`src/fault_log_pkg.sv`:
```
/*
 Fault-log register bank package: command codes, field positions, fault codes, timing.
 Assumes a 50 MHz system clock.
*/
package fault_log_pkg;

    // Register command codes
    localparam logic [7:0] PH14_LOG_CODE  = 8'hFC;
    localparam logic [7:0] PH56_LOG_CODE  = 8'hFD;
    localparam logic [7:0] SPARE_LOG_CODE = 8'hFE;

    // Field positions (low bit of each 4-bit field)
    localparam int PH_A_LSB = 12;
    localparam int PH_B_LSB = 8;
    localparam int PH_C_LSB = 4;
    localparam int PH_D_LSB = 0;
    localparam int PH_E_LSB = 12;
    localparam int PH_F_LSB = 8;

    // One-hot fault codes
    localparam logic [3:0] FAULT_NONE     = 4'h0;
    localparam logic [3:0] FAULT_VIN_SW   = 4'h1;
    localparam logic [3:0] FAULT_ILIM     = 4'h2;
    localparam logic [3:0] FAULT_OTEMP    = 4'h4;
    localparam logic [3:0] FAULT_SW_GND   = 4'h8;

    // Reset and clear values, and the second-log write mask
    localparam logic [15:0] LOG_RESET     = 16'h0000;
    localparam logic [15:0] LOG_CLEAR     = 16'h0000;
    localparam logic [15:0] PH56_WR_MASK  = 16'hFF00;

    // Settle time after a clear
    localparam int CLK_HZ       = 50_000_000;
    localparam int SETTLE_US    = 5000;
    localparam int SETTLE_CYC   = (CLK_HZ / 1_000_000) * SETTLE_US;

    // Per-phase fault report bundle
    typedef struct packed {
        logic [3:0] a;
        logic [3:0] b;
        logic [3:0] c;
        logic [3:0] d;
        logic [3:0] e;
        logic [3:0] f;
    } phase_faults_t;

    // Register access request
    typedef struct packed {
        logic        wr;
        logic        rd;
        logic [7:0]  code;
        logic [15:0] wdata;
    } reg_req_t;

    // Settle-timer states
    typedef enum logic [0:0] {
        ST_IDLE   = 1'b0,
        ST_SETTLE = 1'b1
    } settle_state_t;

endpackage

```
`src/fault_settle_timer.sv`:
```
/*
 Settle timer: after a clear, counts the post-clear settle time and reports busy.
 Assumes start is a one-cycle pulse on CLK_SYS.
*/
`timescale 1ns/1ps
module fault_settle_timer
    import fault_log_pkg::*;
#(
    parameter int unsigned SETTLE_CYCLES = SETTLE_CYC
)
(
    // Clock and reset
    input  wire logic clk,
    input  wire logic arst_n,
    // Control
    input  wire logic start,
    output logic      busy
);

    settle_state_t state_r;   // Timer state
    settle_state_t state_nxt;
    logic [31:0]   cnt_r;     // Cycles left
    logic [31:0]   cnt_nxt;

    // Next state: a fresh clear restarts the full interval
    always_comb
    begin
        state_nxt = state_r;
        cnt_nxt   = cnt_r;
        case (state_r)
            ST_IDLE:
            begin
                if (start)
                begin
                    state_nxt = ST_SETTLE;
                    cnt_nxt   = 32'(SETTLE_CYCLES - 1);
                end
            end
            ST_SETTLE:
            begin
                if (start)
                    cnt_nxt = 32'(SETTLE_CYCLES - 1);
                else if (cnt_r == 32'h0000_0000)
                    state_nxt = ST_IDLE;
                else
                    cnt_nxt = cnt_r - 32'h0000_0001;
            end
            default:
                state_nxt = ST_IDLE;
        endcase
    end

    // Registers
    always_ff @(posedge clk or negedge arst_n)
    begin
        if (!arst_n)
        begin
            state_r <= ST_IDLE;
            cnt_r   <= 32'h0000_0000;
        end
        else
        begin
            state_r <= state_nxt;
            cnt_r   <= cnt_nxt;
        end
    end

    assign busy = (state_r == ST_SETTLE);

endmodule

```
`src/fault_log_regs.sv`:
```
/*
 Per-phase fault-log register bank with capture on protection events.
 Assumes the management bus front end delivers decoded one-cycle read and
 write strobes with a command code on CLK_SYS, and that the protection logic
 gives a one-cycle event pulse with the phase fault reports, all synchronous.
 The settle interval after a clear is only reported; writes made while it
 runs are still accepted, so host firmware must honour the wait itself.
*/
// Operation
// - Logs keep last protection faults until cleared
// - All-zero write clears; host waits 5ms
// - Fields are 4-bit one-hot fault codes
// - Log one: phases 1-4 at 15:12..3:0
// - Log two: phases 5,6 at 15:12, 11:8
// - Reserved bits ignore writes, read zero
`timescale 1ns/1ps
module fault_log_regs
    import fault_log_pkg::*;
#(
    parameter int unsigned SETTLE_CYCLES = SETTLE_CYC
)
(
    // Clock and reset
    input  wire logic          CLK_SYS,
    input  wire logic          ARST_N,
    // Register access
    input  wire reg_req_t      REQ,
    output logic [15:0]        RDATA,
    output logic               RVALID,
    output logic               CLEAR_BUSY,
    // Protection event and power-stage reports
    input  wire logic          PROT_EVENT,
    input  wire phase_faults_t PHASE_FAULTS
);

    // Log state
    logic [15:0] log14_r;       // Phases 1 to 4
    logic [15:0] log14_nxt;
    logic [15:0] log56_r;       // Phases 5, 6 and reserved low byte
    logic [15:0] log56_nxt;
    // Answer state toward the bus front end
    logic [15:0] rdata_r;       // Read data
    logic [15:0] rdata_nxt;
    logic        rvalid_r;      // Read answer strobe
    logic        rvalid_nxt;
    logic        busy_r;        // Registered timer state
    logic        busy_nxt;
    // Control
    logic        clr_start;     // Any clear this cycle
    logic        timer_busy;    // Raw busy from the settle timer

    // Keep only legal one-hot codes; anything else is logged as none
    // Shared by all six fields so every phase decodes the same way
    function automatic logic [3:0] legal_code(input logic [3:0] c);
        case (c)
            FAULT_NONE, FAULT_VIN_SW, FAULT_ILIM, FAULT_OTEMP, FAULT_SW_GND:
                legal_code = c;
            default:
                legal_code = FAULT_NONE;
        endcase
    endfunction

    // Write decode; only an all-zero word arms the settle timer
    logic wr14;                 // Write to the phase 1 to 4 log
    logic wr56;                 // Write to the phase 5 and 6 log
    assign wr14 = REQ.wr && (REQ.code == PH14_LOG_CODE);
    assign wr56 = REQ.wr && (REQ.code == PH56_LOG_CODE);
    assign clr_start = (wr14 || wr56) && (REQ.wdata == LOG_CLEAR);

    // Log next values; an event in the clear cycle wins so it is not lost
    // A clear racing a fresh event would otherwise hide the newest fault,
    // which is the one firmware reads the log for.
    always_comb
    begin
        // Default: hold the last capture
        log14_nxt = log14_r;
        log56_nxt = log56_r;
        // Host write path; a zero word is the clear
        if (wr14)
            log14_nxt = REQ.wdata;
        // Low byte of the second log is reserved and never stored
        if (wr56)
            log56_nxt = REQ.wdata & PH56_WR_MASK;
        // Event path last, so its fields override a same-cycle write
        if (PROT_EVENT)
        begin
            // All six fields taken from one event snapshot
            log14_nxt[PH_A_LSB +: 4] = legal_code(PHASE_FAULTS.a);
            log14_nxt[PH_B_LSB +: 4] = legal_code(PHASE_FAULTS.b);
            log14_nxt[PH_C_LSB +: 4] = legal_code(PHASE_FAULTS.c);
            log14_nxt[PH_D_LSB +: 4] = legal_code(PHASE_FAULTS.d);
            log56_nxt[PH_E_LSB +: 4] = legal_code(PHASE_FAULTS.e);
            log56_nxt[PH_F_LSB +: 4] = legal_code(PHASE_FAULTS.f);
            log56_nxt[7:0]           = 8'h00;
        end
    end

    // Answer next values: read mux and busy status
    // Spare log and unknown codes read as zero; no bus error is raised
    always_comb
    begin
        rvalid_nxt = REQ.rd;
        rdata_nxt  = 16'h0000;
        busy_nxt   = timer_busy;   // One stage so the output leaves a flip-flop
        if (REQ.rd)
        begin
            case (REQ.code)
                PH14_LOG_CODE:  rdata_nxt = log14_r;
                PH56_LOG_CODE:  rdata_nxt = log56_r & PH56_WR_MASK;
                SPARE_LOG_CODE: rdata_nxt = 16'h0000;
                default:        rdata_nxt = 16'h0000;
            endcase
        end
    end

    // Log registers; logs hold until a write or the next event
    always_ff @(posedge CLK_SYS or negedge ARST_N)
    begin
        if (!ARST_N)
        begin
            log14_r <= LOG_RESET;
            log56_r <= LOG_RESET;
        end
        else
        begin
            log14_r <= log14_nxt;
            log56_r <= log56_nxt;
        end
    end

    // Answer registers; RDATA is zero outside a read answer
    always_ff @(posedge CLK_SYS or negedge ARST_N)
    begin
        if (!ARST_N)
        begin
            rdata_r  <= 16'h0000;
            rvalid_r <= 1'b0;
            busy_r   <= 1'b0;
        end
        else
        begin
            rdata_r  <= rdata_nxt;
            rvalid_r <= rvalid_nxt;
            busy_r   <= busy_nxt;
        end
    end

    // Settle interval after a clear, shown to the host as a status level
    // The timer counts from the clear edge, so the output trails it by one
    fault_settle_timer #(
        .SETTLE_CYCLES (SETTLE_CYCLES)
    ) u_settle (
        .clk    (CLK_SYS),
        .arst_n (ARST_N),
        .start  (clr_start),
        .busy   (timer_busy)
    );

    assign RDATA      = rdata_r;
    assign RVALID     = rvalid_r;
    assign CLEAR_BUSY = busy_r;

    // Checks: all run on CLK_SYS and pause while reset is low
    // Hold and clear
    chk_log_hold: assert property (@(posedge CLK_SYS) disable iff (!ARST_N)
        (!PROT_EVENT && !REQ.wr) |=> $stable(log14_r) && $stable(log56_r))
        else $error("fault log changed without cause");
    chk_clear_zero: assert property (@(posedge CLK_SYS) disable iff (!ARST_N)
        (wr14 && REQ.wdata == 16'h0000 && !PROT_EVENT) |=> (log14_r == 16'h0000))
        else $error("clear write did not zero log");
    chk_busy_after: assert property (@(posedge CLK_SYS) disable iff (!ARST_N)
        clr_start |=> ##1 CLEAR_BUSY)
        else $error("settle busy missing after clear");
    // Capture coding and field placement
    chk_onehot_field: assert property (@(posedge CLK_SYS) disable iff (!ARST_N)
        PROT_EVENT |=> $onehot0(log14_r[15:12]) && $onehot0(log56_r[15:12]))
        else $error("captured field not one-hot");
    chk_ph_a_place: assert property (@(posedge CLK_SYS) disable iff (!ARST_N)
        (PROT_EVENT && $onehot0(PHASE_FAULTS.a)) |=> log14_r[15:12] == $past(PHASE_FAULTS.a))
        else $error("phase 1 field misplaced");
    chk_ph_f_place: assert property (@(posedge CLK_SYS) disable iff (!ARST_N)
        (PROT_EVENT && $onehot0(PHASE_FAULTS.f)) |=> log56_r[11:8] == $past(PHASE_FAULTS.f))
        else $error("phase 6 field misplaced");
    // Reserved reads and one-event snapshot
    chk_spare_zero: assert property (@(posedge CLK_SYS) disable iff (!ARST_N)
        (REQ.rd && REQ.code != PH14_LOG_CODE) |=> RDATA[7:0] == 8'h00)
        else $error("reserved bits read nonzero");
    chk_event_snap: assert property (@(posedge CLK_SYS) disable iff (!ARST_N)
        (PROT_EVENT && $onehot0(PHASE_FAULTS.d) && $onehot0(PHASE_FAULTS.e))
        |=> log14_r[3:0] == $past(PHASE_FAULTS.d) && log56_r[15:12] == $past(PHASE_FAULTS.e))
        else $error("fields not from one event");
    // Read answers: one pulse per read, quiet bus otherwise
    chk_rvalid_pulse: assert property (@(posedge CLK_SYS) disable iff (!ARST_N)
        REQ.rd |=> RVALID)
        else $error("read answer strobe missing");
    chk_rvalid_idle: assert property (@(posedge CLK_SYS) disable iff (!ARST_N)
        !REQ.rd |=> !RVALID)
        else $error("read answer strobe without read");
    chk_rdata_idle: assert property (@(posedge CLK_SYS) disable iff (!ARST_N)
        !REQ.rd |=> RDATA == 16'h0000)
        else $error("read data not zero outside answer");
    chk_ph14_read: assert property (@(posedge CLK_SYS) disable iff (!ARST_N)
        (REQ.rd && REQ.code == PH14_LOG_CODE) |=> RDATA == $past(log14_r))
        else $error("phase 1 to 4 log read wrong");
    chk_ph56_read: assert property (@(posedge CLK_SYS) disable iff (!ARST_N)
        (REQ.rd && REQ.code == PH56_LOG_CODE) |=> RDATA[15:8] == $past(log56_r[15:8]))
        else $error("phase 5 and 6 log read wrong");
    chk_spare_read: assert property (@(posedge CLK_SYS) disable iff (!ARST_N)
        (REQ.rd && REQ.code == SPARE_LOG_CODE) |=> RDATA == 16'h0000)
        else $error("spare log read nonzero");
    // Reserved low byte of the second log never holds a one
    chk_low_byte: assert property (@(posedge CLK_SYS) disable iff (!ARST_N)
        REQ.wr |=> log56_r[7:0] == 8'h00)
        else $error("reserved low byte stored a write");
    // Clear of the second log
    chk_clear_ph56: assert property (@(posedge CLK_SYS) disable iff (!ARST_N)
        (wr56 && REQ.wdata == 16'h0000 && !PROT_EVENT) |=> (log56_r == 16'h0000))
        else $error("clear write did not zero second log");
    // Event beats a write in the same cycle
    chk_event_wins: assert property (@(posedge CLK_SYS) disable iff (!ARST_N)
        (PROT_EVENT && REQ.wr && $onehot0(PHASE_FAULTS.b))
        |=> log14_r[11:8] == $past(PHASE_FAULTS.b))
        else $error("write overrode a protection event");

endmodule

```
`config.mk`:
```
export PLATFORM = sky130hd
export DESIGN_NAME = fault_log_regs
export DESIGN_NICKNAME = d
export VERILOG_FILES = /design/src/fault_log_pkg.sv /design/src/fault_settle_timer.sv /design/src/fault_log_regs.sv
export SDC_FILE = /design/constraint.sdc
export NUM_CORES = 1
export LEC_CHECK = 0
export BUFFER_PORTS_ARGS = -buffer_cell sky130_fd_sc_hd__buf_2
export CAP_MARGIN = 20
export CORE_MARGIN = 2
export CORE_UTILIZATION = 46
export CTS_CLUSTER_DIAMETER = 80
export DETAILED_ROUTE_END_ITERATION = 6
export PLACE_DENSITY = 0.68
export SLEW_MARGIN = 15
export SYNTH_ARGS = -nofsm -noshare
export SYNTH_HDL_FRONTEND = slang
export SYNTH_SLANG_ARGS = --single-unit
```
`constraint.sdc`:
```
create_clock -name CLK_SYS -period 4.4 [get_ports CLK_SYS]
set_clock_uncertainty 0.2 [all_clocks]
set_input_delay 0.66 -clock CLK_SYS [delete_from_list [all_inputs] [get_ports CLK_SYS]]
set_output_delay 0.66 -clock CLK_SYS [all_outputs]
set_load 0.01 [all_outputs]
```
==> results.json <==
{
  "hold_violations": 0,
  "vias": 3288,
  "required_ns": 4.47,
  "crit_top_cell": "or3_1",
  "max_freq_mhz": 350,
  "core_region_area_um2": 8130,
  "place_congestion": 0.841,
  "tritoncts": "built",
  "hold_path_class": "in2async",
  "synth_seq_cells": 75,
  "endpoint_kind": "flop",
  "route.detailed.drc": 0,
  "setup_slack_ns": 1.54,
  "cts.path.max_buffers": 2,
  "port_buffers": 70,
  "drv_cap": 0,
  "powerDensity_nw_per_um2": 298,
  "finalPower_w": 0.00131,
  "max_slew_margin_pct": 38.9,
  "synth_cells": 414,
  "critPathArrivalTime_ns": 2.93,
  "critPathMaxFanout": 19,
  "cts_setup_buffers": 0,
  "grt_start_max_net_pins": 76,
  "cts_made_buffers": 9,
  "syn2layout_area_growth_pct": 15.2,
  "die_y_um": 95.1,
  "hold_slack_ns": 0.226,
  "antenna_left": 0,
  "ios": 71,
  "peakVddDrop_mv": 0.133,
  "cp-start-kind": "flop",
  "ys_async_sr_fraction_pct": 100,
  "grt_use_total_pct": 20.3,
  "dr.first_iter.drc_count": 123,
  "die_x_um": 95.1,
  "syn_nets": 468,
  "clk_latency_ns": 0.36,
  "rr_startpoint": "u_settle.cnt_r[19]",
  "status": "finished clean",
  "tightest_slew_ns": 0.916,
  "antenna_cells": 0,
  "path_class": "reg2reg",
  "finalCritPeriodShare_pct": 65.0,
  "clk_pin_slew_worst_paths_ns": 0.08,
  "start_util_pct": 47.0,
  "drtPass1Iterations": 4,
  "synth_cell_type_count": 39,
  "cpPeakStageDelay_ns": 0.69,
  "slowest_stage": "and4_1",
  "cts.sinks": 75,
  "r2r_slack_ns": 1.54,
  "yosysWarnings": 0,
  "vias_per_cell": 5.64,
  "p_leak_nw": 1.83,
  "nets": 527,
  "cts.htree.levels": 3,
  "rsz0062_at_grt": "false",
  "r2r_end": "u_settle.cnt_r[29]",
  "finalSetupTns_ns": 0,
  "avgSynthCellArea_um2": 9.23,
  "fin_crit_ns": 2.86,
  "grt_pass1_wl_um": 14500,
  "critPathLaunch": "u_settle.cnt_r[19]",
  "die_area_um2": 9050,
  "antenna_found_initial": 0,
  "synth_edf_count": 0,
  "cts_resized": 0,
  "routed_wl_um": 8380,
  "endpoint": "u_settle.cnt_r[29]",
  "dominantRegCellSynth": "dfrtp_1",
  "reg2reg_depth": 5,
  "synth-seq-area-share_pct": 49.1,
  "holdBufCountCts": 0,
  "cts-root-buf": "clkbuf_8",
  "dp_slack_ns": 1.35,
  "crit_chain": "or3_1 > nor4_2 > and4_1 > or3_1 > mux2i_1",
  "grt_pass1_vias": 3203,
  "post_drt_wl_per_cell_um": 14.4,
  "synth_area_um2": 3820,
  "dp_hpwl_um": 5990,
  "timing.final.max_slew_violations": 0,
  "rows": 33,
  "drive_above_1_share_pct": 19.5,
  "setup_viol": 0,
  "overflow": 0
}
==> synthesized netlist by cell type (2+ instances only) <==
cell type  count  area, um2
mux2i_1       12        120
o21ai_0       24        120
inv_1          8       30.0
a31oi_1        7       43.8
and3_1         6       37.5
nor3_1        10       50.1
clkbuf_1      19       71.3
maj3_1         3       30.0
o221ai_1       4       35.0
or4_1         14        105
nand4b_1       7       61.3
nand2b_1       9       56.3
and2_1         9       56.3
nor3b_1        2       15.0
nor2b_1        8       50.1
nand2_1       29        109
o41ai_1        2       17.5
nand3_1       16       80.1
nor2_1        42        158
nor4_1         8       50.1
dfrtp_1       75       1880
a21oi_1       45        225
buf_2          2       10.0
buf_6          2       22.5
o31ai_1        7       52.6
o211ai_1       3       22.5
nand4_1        4       25.0
or3_1         18        113
o21a_1         7       52.6
and4_1         3       26.3
==> logic make-up after synthesis <==
family	synth area share (%)
buffers and inverters	3.50
adders and majority gates	1.11
AOI/OAI and AO/OA	15.6
muxes	3.14
DFF	49.1
and+or+nand+nor	27.6
==> flip-flops by register name, indices dropped and copies added, names as in the netlist <==
| register | flops |
|---|---|
| CLEAR_BUSY | 1 |
| RDATA | 16 |
| RVALID | 1 |
| log14_r | 16 |
| log56_r | 8 |
| u_settle.busy | 1 |
| u_settle.cnt_r | 32 |
==> cell type report <==
cell class                 instances  area (um2)
clock buffer                      10         128
fill                             734        3730
clock inverter                     6        48.8
timing repair buffer              71         360
tap                              105         131
sequential                        75        1880
inverter                           8        30.0
multi-input combinational        308        1830
==> power by group <==
| part | internal [W] | leakage [nW] | switching (W) | total, W |
|---|---|---|---|---|
| combinational | 0.0000467 | 0.902 | 0.0000636 | 0.000110 |
| sequential | 0.000711 | 0.851 | 0.0000123 | 0.000724 |
| clock | 0.000209 | 0.0795 | 0.000271 | 0.000480 |
==> cell usage in the layout (no fill, tap or decap), types with 8 or more instances in the layout <==
cell	instances
nand3_1	16
or3_1	18
nor2_1	42
clkbuf_8	9
nand2_1	29
a21oi_1	45
nor4_1	8
dfrtp_1	75
nor3_1	10
nand2b_1	9
and2_1	9
buf_2	69
o21ai_0	24
nor2b_1	8
mux2i_1	12
inv_1	8
or4_1	14
==> per-layer routing <==
layer	part of all wire, %	vias to the layer above	track usage [%]
met5	0	-	0
met4	1.6	0	8.45
met1	47	1544	26.6
met3	4.4	12	3.64
li1	-	1639	-
met2	47	93	33.2
==> worst min path at each step <==
stage	from	to	cells after the start
global route	REQ[24]	RVALID	1
floorplan	u_settle.busy	CLEAR_BUSY	0
finish	ARST_N	u_settle.cnt_r[28]	1
detailed placement	log56_r[13]	log56_r[13]	2
CTS	REQ[24]	RVALID	1
global placement	log56_r[15]	log56_r[15]	2
==> metrics by stage <==
step                utilization [%]  cells  area, um2
finish                         54.1    583       4400
global route                   54.1    583       4400
CTS                            54.0    583       4390
detailed placement             51.8    567       4210
global placement               51.8    567       4210
floorplan                         -    414       3820
==> critical path, delay by kind of cell (launching register included) <==
kind / cells / cell delay, ns
DFF: 1 / 0.41
and+or+nand+nor: 4 / 1.96
muxes: 1 / 0.20
No activity file was read; power rests on OpenSTA's default activity.
